$ cat config.mk
export PLATFORM = sky130hd
export DESIGN_NAME = nrc_host
export DESIGN_NICKNAME = d
export VERILOG_FILES = /design/src/nrc_pkg.sv /design/src/nrc_host.sv
export VERILOG_INCLUDE_DIRS = /design/src
export SDC_FILE = /design/constraint.sdc
export NUM_CORES = 1
export LEC_CHECK = 0
export ABC_AREA = 1
export ABC_CLOCK_PERIOD_IN_PS = 1700
export BUFFER_PORTS_ARGS = -buffer_cell sky130_fd_sc_hd__buf_2
export CELL_PAD_IN_SITES_DETAIL_PLACEMENT = 0
export CELL_PAD_IN_SITES_GLOBAL_PLACEMENT = 1
export CORE_UTILIZATION = 41
export CTS_CLUSTER_SIZE = 16
export DETAILED_ROUTE_END_ITERATION = 10
export GPL_ROUTABILITY_DRIVEN = 0
export PLACE_DENSITY_LB_ADDON = 0.1
export SETUP_SLACK_MARGIN = 0.05
export SLEW_MARGIN = 25
export SYNTH_ARGS = -nofsm -noshare
export SYNTH_HDL_FRONTEND = slang
export SYNTH_SLANG_ARGS = --single-unit
export TNS_END_PERCENT = 100
$ cat constraint.sdc
create_clock -name core_clk -period 1.7 [get_ports core_clk]
set_input_delay 0.085 -clock core_clk [delete_from_list [all_inputs] [get_ports core_clk]]
set_output_delay 0.085 -clock core_clk [all_outputs]
set_load 0.02 [all_outputs]
$ cat src/nrc_defines.svh
// constants for the nand rom host controller
`ifndef NRC_DEFINES_SVH
`define NRC_DEFINES_SVH
`define NRC_CMD_READ1    8'h00
`define NRC_CMD_READ2    8'h01
`define NRC_CMD_READ3    8'h50
`define NRC_CMD_RESET    8'hff
`define NRC_CMD_STATUS   8'h70
`define NRC_CMD_ID       8'h90
`define NRC_ID_ADDR      8'h00
`define NRC_CLK_NS       50
`define NRC_TWP_NS       25
`define NRC_TRP_NS       35
`define NRC_TRR_NS       20
`define NRC_TWP_CYC      (((`NRC_TWP_NS) + (`NRC_CLK_NS) - 1) / (`NRC_CLK_NS))
`define NRC_TRP_CYC      (((`NRC_TRP_NS) + (`NRC_CLK_NS) - 1) / (`NRC_CLK_NS))
`define NRC_SETUP_CYC    3'h2
`define NRC_CNT_W        3
`define NRC_ADDR_LO      7:0
`define NRC_ADDR_MID     15:8
`define NRC_ADDR_HI      23:16
`endif

$ cat src/nrc_pkg.sv
// types for the nand rom host controller
package nrc_pkg;
  // pins toward the device
  typedef struct packed {
    logic       cmdLatch;
    logic       addrLatch;
    logic       chipSel_n;
    logic       writeStrobe_n;
    logic       read_strobe_n;
  } nrc_pins_t;
  // user order
  typedef enum logic [2:0] {
    OP_READ1  = 3'b000,
    OP_READ2  = 3'b001,
    OP_READ3  = 3'b010,
    OP_RESET  = 3'b011,
    OP_STATUS = 3'b100,
    OP_ID     = 3'b101
  } nrc_op_t;
  // controller states
  typedef enum logic [3:0] {
    ST_IDLE   = 4'b0000,
    ST_CMD    = 4'b0001,
    ST_ADDR   = 4'b0010,
    ST_WREC   = 4'b0011,
    ST_WAITRB = 4'b0100,
    ST_RLOW   = 4'b0101,
    ST_RHIGH  = 4'b0110,
    ST_STOP   = 4'b0111
  } nrc_state_t;
endpackage : nrc_pkg

$ cat src/nrc_host.sv
// host controller that drives a nand style read only memory
//
// Contract
// RQ1 - read codes 00h, 01h, 50h select areas
// RQ2 - also reset ffh, status 70h, id 90h
// RQ3 - host issues only the six codes
// RQ4 - while busy only reset is issued
// RQ5 - mode three data reads all ffh
// RQ6 - id command followed by address 00h
// RQ7 - three address cycles, low byte first
// RQ8 - mode three uses first cycle bits 0-3
// RQ9 - address bit a8 never sent
// RQ10 - address cycles follow command directly
// RQ11 - no read strobe after last until ready
// RQ12 - read strobe only during data output
// RQ13 - power up: chip select high, then reset
// RQ14 - stopped read needs new command and address
// RQ15 - chip select rises soon after last strobe
// RQ16 - command latched on write strobe, cle high
// RQ17 - address latched on write strobe, ale high
// RQ18 - device address counts up per strobe
// RQ19 - status byte bit0 busy, bit6 ready
// RQ20 - reset abandons read, returns ready
// RQ21 - id read gives maker then device code
`timescale 1ns/1ps
`include "nrc_defines.svh"
module nrc_host
  import nrc_pkg::*;
(
  input  wire logic             core_clk,       // 20 mhz clock
  input  wire logic             nrst,           // async reset, active low
  input  wire logic             reqValid,       // user order strobe
  output logic                  reqReady,       // idle, order taken
  input  wire nrc_pkg::nrc_op_t reqOp,          // order kind
  input  wire logic [23:0]      reqAddr,        // address bytes, low first
  input  wire logic [15:0]      reqLen,         // bytes to read, 0 means one
  output logic                  rspValid,       // one-cycle data pulse
  output logic [7:0]            rspData,        // byte read
  output logic                  done,           // one-cycle end pulse
  output nrc_pkg::nrc_pins_t    pins,           // strobes to the device
  output logic [7:0]            ioOut,          // bus output value
  output logic                  ioOe,           // bus output enable
  input  wire logic [7:0]       ioIn,           // bus input
  input  wire logic             readyBusy       // ready high, busy low
);
  import nrc_pkg::*;

  nrc_state_t        state_q;                   // sequencer state
  nrc_op_t           op_q;                      // order in progress
  logic [23:0]       addr_q;                    // address bytes
  logic [15:0]       left_q;                    // bytes still to read
  logic [1:0]        aIdx_q;                    // address cycle index
  logic [1:0]        aLast_q;                   // last address index
  logic [2:0]        cnt_q;                     // phase timer
  logic              powerUp_q;                 // reset not yet issued
  logic [7:0]        ioMeta_q, ioSync_q;        // bus synchroniser
  logic              rbMeta_q, rbSync_q;        // ready/busy synchroniser
  logic              rspValid_q, done_q, reqReady_q, ioOe_q;
  logic [7:0]        rspData_q, ioOut_q;
  nrc_pins_t         pins_q;

  // command byte for an order
  function automatic logic [7:0] opCode(input nrc_op_t op);
    unique case (op)
      OP_READ1:  opCode = `NRC_CMD_READ1;       // see RQ1
      OP_READ2:  opCode = `NRC_CMD_READ2;       // see RQ1
      OP_READ3:  opCode = `NRC_CMD_READ3;       // see RQ1
      OP_RESET:  opCode = `NRC_CMD_RESET;       // see RQ2
      OP_STATUS: opCode = `NRC_CMD_STATUS;      // see RQ2
      default:   opCode = `NRC_CMD_ID;          // see RQ2
    endcase
  endfunction : opCode

  // address byte for a cycle index
  function automatic logic [7:0] addrByte(input logic [1:0] i, input logic [23:0] a, input nrc_op_t op);
    if (op == OP_ID)
      addrByte = `NRC_ID_ADDR;                  // see RQ6
    else if (i == 2'h0)
      addrByte = (op == OP_READ3) ? {4'h0, a[3:0]} : a[`NRC_ADDR_LO]; // see RQ8
    else if (i == 2'h1)
      addrByte = a[`NRC_ADDR_MID];              // see RQ7 RQ9
    else
      addrByte = a[`NRC_ADDR_HI];               // see RQ7
  endfunction : addrByte

  // two flip-flops on device inputs
  always_ff @(posedge core_clk or negedge nrst)
    if (!nrst)
    begin
      ioMeta_q <= 8'h00;
      ioSync_q <= 8'h00;
      rbMeta_q <= 1'b0;
      rbSync_q <= 1'b0;
    end
    else
    begin
      ioMeta_q <= ioIn;
      ioSync_q <= ioMeta_q;
      rbMeta_q <= readyBusy;
      rbSync_q <= rbMeta_q;
    end

  // main sequencer
  always_ff @(posedge core_clk or negedge nrst)
    if (!nrst)
    begin
      state_q    <= ST_IDLE;
      op_q       <= OP_RESET;
      addr_q     <= 24'h000000;
      left_q     <= 16'h0000;
      aIdx_q     <= 2'h0;
      aLast_q    <= 2'h0;
      cnt_q      <= 3'h0;
      powerUp_q  <= 1'b1;
      pins_q     <= '{cmdLatch: 1'b0, addrLatch: 1'b0, chipSel_n: 1'b1,
                      writeStrobe_n: 1'b1, read_strobe_n: 1'b1}; // see RQ13
      ioOut_q    <= 8'h00;
      ioOe_q     <= 1'b0;
      rspValid_q <= 1'b0;
      rspData_q  <= 8'h00;
      done_q     <= 1'b0;
      reqReady_q <= 1'b0;
    end
    else
    begin
      rspValid_q <= 1'b0;
      done_q     <= 1'b0;
      unique case (state_q)
        // wait for an order; before the first reset only reset runs
        ST_IDLE:
        begin
          pins_q.chipSel_n <= 1'b1;
          reqReady_q <= !powerUp_q || (reqValid && reqOp == OP_RESET);
          if (powerUp_q)
          begin
            // power-up: issue reset on our own while chip select idle
            op_q    <= OP_RESET;                // see RQ13
            state_q <= ST_CMD;
            cnt_q   <= 3'h0;
          end
          else if (reqValid && (rbSync_q || reqOp == OP_RESET)) // see RQ4
          begin
            op_q    <= reqOp;                   // see RQ3
            addr_q  <= reqAddr;
            left_q  <= reqLen;
            state_q <= ST_CMD;
            cnt_q   <= 3'h0;
            reqReady_q <= 1'b0;
          end
        end
        // command cycle, cle high, write strobe pulse
        ST_CMD:
        begin
          pins_q.chipSel_n <= 1'b0;
          pins_q.cmdLatch  <= 1'b1;             // see RQ16
          ioOut_q <= opCode(op_q);
          ioOe_q  <= 1'b1;
          cnt_q   <= cnt_q + 3'h1;
          // strobe low first, so it rises while the latch is still high
          pins_q.writeStrobe_n <= !(cnt_q < 3'(`NRC_TWP_CYC));
          if (cnt_q == `NRC_SETUP_CYC)
          begin
            pins_q.cmdLatch <= 1'b0;
            cnt_q  <= 3'h0;
            aIdx_q <= 2'h0;
            aLast_q <= (op_q == OP_ID) ? 2'h0 : 2'h2;
            powerUp_q <= 1'b0;
            // address follows the command with no gap
            state_q <= (op_q == OP_RESET || op_q == OP_STATUS) ? ST_WREC : ST_ADDR; // see RQ10
          end
        end
        // address cycles, ale high
        ST_ADDR:
        begin
          pins_q.addrLatch <= 1'b1;             // see RQ17
          ioOut_q <= addrByte(aIdx_q, addr_q, op_q);
          cnt_q   <= cnt_q + 3'h1;
          // strobe rises a cycle before the latch may drop
          pins_q.writeStrobe_n <= !(cnt_q < 3'(`NRC_TWP_CYC));
          if (cnt_q == `NRC_SETUP_CYC)
          begin
            cnt_q <= 3'h0;
            if (aIdx_q == aLast_q)
            begin
              pins_q.addrLatch <= 1'b0;
              state_q <= ST_WREC;
            end
            else
              aIdx_q <= aIdx_q + 2'h1;
          end
        end
        // release bus, allow device to drop ready
        ST_WREC:
        begin
          ioOe_q <= 1'b0;
          cnt_q  <= cnt_q + 3'h1;
          if (cnt_q == `NRC_SETUP_CYC)
          begin
            cnt_q   <= 3'h0;
            state_q <= ST_WAITRB;
          end
        end
        // wait ready before reading or ending
        ST_WAITRB:
          if (rbSync_q)                         // see RQ11 RQ20
          begin
            if (op_q == OP_RESET)
              state_q <= ST_STOP;
            else
              state_q <= ST_RLOW;               // see RQ12
          end
        // read strobe low, sample byte at end
        ST_RLOW:
        begin
          pins_q.read_strobe_n <= 1'b0;         // see RQ12
          cnt_q <= cnt_q + 3'h1;
          if (cnt_q == 3'(`NRC_TRP_CYC + 2))    // two sync stages behind the pin
          begin
            rspData_q  <= ioSync_q;             // see RQ5 RQ19 RQ21
            rspValid_q <= 1'b1;
            pins_q.read_strobe_n <= 1'b1;       // see RQ18
            cnt_q   <= 3'h0;
            state_q <= ST_RHIGH;
          end
        end
        // read strobe high; next byte, page busy wait, or stop
        ST_RHIGH:
        begin
          cnt_q <= cnt_q + 3'h1;
          if (cnt_q == `NRC_SETUP_CYC)
          begin
            cnt_q <= 3'h0;
            if (left_q == 16'h0000 || left_q == 16'h0001)
              state_q <= ST_STOP;
            else
            begin
              left_q  <= left_q - 16'h0001;
              state_q <= ST_WAITRB;             // see RQ11
            end
          end
        end
        // chip select high ends the read; reread needs new order
        ST_STOP:
        begin
          pins_q.chipSel_n <= 1'b1;             // see RQ14 RQ15
          done_q  <= 1'b1;
          reqReady_q <= 1'b1;
          state_q <= ST_IDLE;
        end
        default:
          state_q <= ST_IDLE;
      endcase
    end

  assign pins     = pins_q;
  assign ioOut    = ioOut_q;
  assign ioOe     = ioOe_q;
  assign rspValid = rspValid_q;
  assign rspData  = rspData_q;
  assign done     = done_q;
  assign reqReady = reqReady_q;

  a_strobe_excl: assert property (@(posedge core_clk) disable iff (!nrst)
    !(pins_q.cmdLatch && pins_q.addrLatch)) else $error("both latches high"); // see RQ16
  a_read_idle: assert property (@(posedge core_clk) disable iff (!nrst)
    !pins_q.read_strobe_n |-> !pins_q.cmdLatch && !pins_q.addrLatch && !ioOe_q) else $error("read strobe outside output"); // see RQ12
  a_latch_hold: assert property (@(posedge core_clk) disable iff (!nrst) // see RQ16 RQ17
    $rose(pins_q.writeStrobe_n) |-> (pins_q.cmdLatch || pins_q.addrLatch))
    else $error("latch dropped with write strobe");
  a_cmd_when_ready: assert property (@(posedge core_clk) disable iff (!nrst)
    (state_q == ST_IDLE && !powerUp_q && reqValid && !rbSync_q && reqOp != OP_RESET) |=> state_q == ST_IDLE)
    else $error("command issued while busy"); // see RQ4
  a_read_after_ready: assert property (@(posedge core_clk) disable iff (!nrst)
    $fell(pins_q.read_strobe_n) |-> $past(rbSync_q, 2)) else $error("read strobe before ready"); // see RQ11
  a_id_addr: assert property (@(posedge core_clk) disable iff (!nrst)
    (pins_q.addrLatch && op_q == OP_ID && !pins_q.writeStrobe_n) |-> ioOut_q == `NRC_ID_ADDR) else $error("id address not zero"); // see RQ6
  a_mode3_addr: assert property (@(posedge core_clk) disable iff (!nrst)
    (pins_q.addrLatch && op_q == OP_READ3 && aIdx_q == 2'h0 && !pins_q.writeStrobe_n) |-> ioOut_q[7:4] == 4'h0)
    else $error("mode three high bits driven"); // see RQ8
  a_cmd_code: assert property (@(posedge core_clk) disable iff (!nrst)
    (pins_q.cmdLatch && !pins_q.writeStrobe_n) |-> ioOut_q inside {8'h00, 8'h01, 8'h50, 8'hff, 8'h70, 8'h90})
    else $error("undefined command code"); // see RQ3
  a_stop_cs: assert property (@(posedge core_clk) disable iff (!nrst)
    done_q |-> pins_q.chipSel_n) else $error("chip select low after stop"); // see RQ14
  c_read1: cover property (@(posedge core_clk) disable iff (!nrst) done_q && op_q == OP_READ1);
  c_status: cover property (@(posedge core_clk) disable iff (!nrst) rspValid_q && op_q == OP_STATUS);
  c_id: cover property (@(posedge core_clk) disable iff (!nrst) rspValid_q && op_q == OP_ID);
endmodule : nrc_host

# == After elaboration in Yosys (flattened, before gate mapping) ==
# Cells that the tools add are included.
# word_totals
register_bits,98
latchBits,0
ramBits,0
mem_bits_ro,0
in_bits,55
out_inout_bits,25
wordCells,135
memories,0
# op_classes
addsub,3
mul,0
n_div,0
magnitude_cmp,1
eq_ne,30
n_shift,0
n_mux,47
bitwise_logic,1
n_reduce_logical,30
# ops
op,count
16-bit two-way mux,4
8-bit one-hot mux with 5 select lines,1
4-bit two-way mux,9
8-bit two-way mux,4
16-bit one-hot mux with 2 select lines,1
4-bit one-hot mux with 7 select lines,1
"2-bit != test, second input constant",11
3-bit two-way mux,6
"16-bit by 1-bit equality test with 1-bit output, second input constant",1
"4-bit by 3-bit equality test with 1-bit output, second input constant",4
16-bit zero test,1
8-bit one-hot mux with 2 select lines,1
"16-bit by 1-bit subtractor with 16-bit output, second input constant",1
"3-bit by 2-bit equality test with 1-bit output, second input constant",5
2-bit two-way mux,6
2-bit nonzero test,6
1-bit two-way mux,9
3-bit one-hot mux with 3 select lines,1
"4-bit by 2-bit equality test with 1-bit output, second input constant",2
2-bit AND reduction,4
8-bit AND reduction,1
"3-bit equality test, second input constant",2
1-bit one-hot mux with 2 select lines,3
5-bit AND reduction,1
21 further kinds,27

# == Longest topological paths before layout ==
# logic_depth
ltp_word,6
ltp_mapped,11

# == Worst setup path after synthesis ==
# Ideal clock, no wire load.
# synth_timing
kind,register -> register
from,register cnt_q[0]
to,register left_q[13]
setup_ns,0.116
arrival_ns,1.399
required_time_ns,1.584
path_slack_ns,0.184
path_stages_with_launch,11
path_buffers,1
period_less_slack_ns,1.516
cell_sequence,dfrtp_1 inv_1 ha_1 nand2_1 inv_1 nor2_4 inv_2 nand2_8 buf_8 nand2_1 nand2_1
# synth_between
elab_chain_cells,3
# synth_lines
element,line_no,text
"start, declared",nrc_host.sv:54,logic [2:0] cnt_q;
"start signal, assigned",nrc_host.sv:158,cnt_q <= cnt_q + 3'h1;
"start signal, assigned",nrc_host.sv:177,cnt_q <= cnt_q + 3'h1;
"start signal, assigned",nrc_host.sv:196,cnt_q <= cnt_q + 3'h1;
3-bit by 2-bit equality test with 1-bit output (no line),--,
2-bit != test (no line),--,
5-bit AND reduction (no line),--,
"end signal, assigned",nrc_host.sv:145,left_q <= reqLen;
"end signal, assigned",nrc_host.sv:237,left_q <= left_q - 16'h0001;
"end, declared",nrc_host.sv:51,logic [15:0] left_q;
# Every way passes these cells.
# A chain may end at the register's enable or synchronous reset.

# == Worst setup path after layout ==
# layout_timing
from,register left_q[6]
to,register left_q[9]
# layout_between
elab_chain_cells,4
word_cells_on_any_way,9
cone_classes,add/sub (1); eq/ne (2); mux (3); reduce/logical (3)
# layout_lines
element,line_no,text
"16-bit by 1-bit subtractor with 16-bit output, or another cell as far along",nrc_host.sv:237,
16-bit two-way mux or 1-bit logical OR (tied branches),nrc_host.sv:233,if (left_q == 16'h0000 || left_q == 16'h0001)
16-bit two-way mux or 2-bit != test (tied branches),--,
16-bit one-hot mux with 2 select lines or 5-bit AND reduction (tied branches),--,
# Parallel ways exist; a longest one is shown, timed or not. The select of a mux whose other input is x is not followed.

==> out/results.ini <==
[routing]
drt_iter0_drc=196
dr_total_vias=4291
vias_per_cell=4.904
antenna_left=0
drc_errors=0
drt_first_pass_iters=6
wl_per_cell_um=13.95
routed_wl_um=12210

[min_path]
hp-class=in2reg

[critical_path]
crit_buf_inv=0
cp-end-kind=register
required_ps=1990
path_common_cell=nand2_1
worstPathArrival_ps=1850
start_kind=register
cp_slowest_cell=dfrtp_1
critPathMaxFanout=8
crit_chain=nor2_2 -> nand2_1 -> nor2_4 -> nand3_2 -> nand2_4 -> nand2_8 -> nand2_4 -> nand2_1 -> nand2_1
worstSetupPathType=reg2reg
slowest_delay_ps=420
cp_top_family=simple AND/OR/NAND/NOR gates

[timing]
final_max_slew_viol_count=0
tns_ps=0
skew_ps=7.559
hold_viol_final=0
fmax_mhz=642.4
maxSlewHeadroom_pct=64.45
grt_setup_unrepaired=no
post-route-period-util_pct=91.56
min_period_ps=1557
worst_pin_slew_ps=533.3
setup_violations=0

[placed_design]
place_hpwl_um=8399
portBuffers=79

[global_route]
grt_pass1_wl_um=19780
grt_usage_pct=21.59
grt_max_degree=97
grt.overflow.total=0
grt_pass1_vias=4190
antenna_found_initial=0

[die]
dieArea_sq_mm=0.01197
io_pins=80
row_count=38
start_util_pct=42.90
chipWidth_um=109.4
die_h_um=109.4
core_sq_mm=0.01103

[clock_tree]
clkSinkCount=96
cts_tree=done
clkTransAtPathRegs_ps=70
clk_path_buf_depth=2
insertion_delay_ps=350
cts_max_level=3
cts_root_buf=clkbuf_16
cts_inserted_buffers=9

[yosys]
syn_inst=593
ys.flop_type=dfrtp_1
yosysSeqAreaShare_pct=50.93
synth_fp_nets=658
netlist_area_sq_mm=0.004732
ys_warn_count=0
ys_async_sr_fraction_pct=100.0
synth_seq_cells=96
yosysTopAreaCellShare_pct=47.59
syn_area_per_cell_sq_um=7.980
synth-edff-count=0
ys_types=38
yosysTopAreaCell=dfrtp_1
synth.area.top_cells=dfrtp_1 (48%), nand2_1 (17%), nand3_1 (6.3%)

[pwr]
power.total_mw=10.96
vdd_ir_drop_max_uv=896.9
p_leak_nw=3.196
p_int_mw=6.336
switching_power_mw=4.621
sw_frac_of_total_pct=42.17
p_seq_share_pct=35.6
p_comb_share_pct=45.4
pwr-share-clk_pct=19.1
power_density_mw_per_mm2=1766

[finish]
utilization_pct=56.24
final_common_cell=nand2_1
most-common-layout-cells=nand2_1 (213), dfrtp_1 (82), buf_2 (78), nand3_1 (59), nor2_1 (50)
layout.nets=796
area_delta_synth_final_pct=31.09
fill_cells=1056
antenna_cells=0
layout-drive-gt1-share_pct=24.90

[status]
status=completed

[job]
max_cap_viol_count=0

## synth_stat cells (all sizes together), types with 2 or more instances
library cell / n
nand4: 5
o31ai: 2
buf: 9
clkbuf: 6
a21oi: 18
dfrtp: 90
o211ai: 6
o21bai: 4
ha: 10
dfstp: 6
o21ai: 24
o21a: 2
nand3b: 2
nand3: 61
or2: 2
inv: 48
nor3: 4
a31oi: 3
nor2: 64
nand2: 221
## final timing paths
check / from / end / slack (ps) / cells past startpoint
worst max-delay path: left_q[6]$_DFFE_PN0P_ / left_q[9]$_DFFE_PN0P_ / 140 / 9
worst min-delay path: reqAddr[21] / addr_q[21]$_DFFE_PN0P_ / 10 / 3
worst max register to register: left_q[6]$_DFFE_PN0P_ / left_q[9]$_DFFE_PN0P_ / 140 / 9
worst min register to register: rbMeta_q$_DFF_PN0_ / rbSync_q$_DFF_PN0_ / 350 / 0
max in group asynchronous: nrst / state_q[0]$_DFFE_PN0P_ / 920 / 3
min in group asynchronous: nrst / left_q[1]$_DFFE_PN0P_ / 330 / 3
## registers in the layout, indices dropped and copies added (netlist names), 2 cells and up
register	count
cnt_q	3
state_q	3
op_q	3
left_q	16
ioOut	8
ioSync_q	8
rspData	8
aIdx_q	2
ioMeta_q	8
pins	5
addr_q	24
## worst register-to-register path: cells and delay by family (launching register included)
| kind | cells | cell delay [ps] |
|---|---|---|
| and+or+nand+nor | 9 | 1080 |
| DFF | 1 | 420 |
## layer usage
layer  GRT usage [%]  vias to the layer above  wire (um)  part of all wire (%)
met2           36.66                       83       6037                    49
li1                -                     2172          -                     -
met1           27.80                     2015       5461                    45
met5               0                        -          0                     0
met4           8.762                        0        272                   2.2
met3           2.905                       21        438                   3.6
## power groups by stage
stage               Combinational [mW]  Sequential [mW]  Clock, mW
floorplan                         2.94             4.01          0
global placement                  4.59             3.85          0
detailed placement                4.68             3.87          0
CTS                               4.77             3.84       2.14
global route                      5.63             4.01       2.23
finish                            4.97             3.90       2.09
## cell type report
cell class	count	area, sq um	share of cell area [%]
clock buffers	11	252.7	4.074
clock inverters	4	52.55	0.8471
inverters	49	188.9	3.046
multi-input cells	435	2138	34.47
flip-flops and latches	96	2420	39.01
well taps	140	175.2	2.824
repair buffers	140	975.9	15.73
## through the flow
step,hold slack [ps],setup WS (ps),cell area (sq um),cells
2_1_floorplan,-210.6,184.4,4732,593
3_3_place_gp,181.9,53.83,5429,821
3_5_place_dp,183.3,2.765,5429,821
4_1_cts,4.515,38.94,6043,866
5_1_grt,29.89,23.58,6203,875
6_report,9.695,143.5,6203,875
## what timing repair did
action / 4_1_cts / 5_1_grt
endpoints found under the hold margin: 119 / 0
endpoints found under the setup margin: 27 / 70
hold buffers: 30 / 0
gates resized for setup: 3 / 34
pin swaps: 0 / 9
setup buffers: 0 / 7
cloned: 0 / 2
## logic make-up (layout without fill, tap and decap cells)
family | Yosys count | count (layout) | synth area share, %
compound gates | 63 | 63 | 7.959
simple gates | 360 | 362 | 32.87
flops | 96 | 96 | 50.93
fa+ha+maj | 10 | 10 | 2.644
buf+inv | 64 | 204 | 5.605
(Power assumes the default switching activity.)
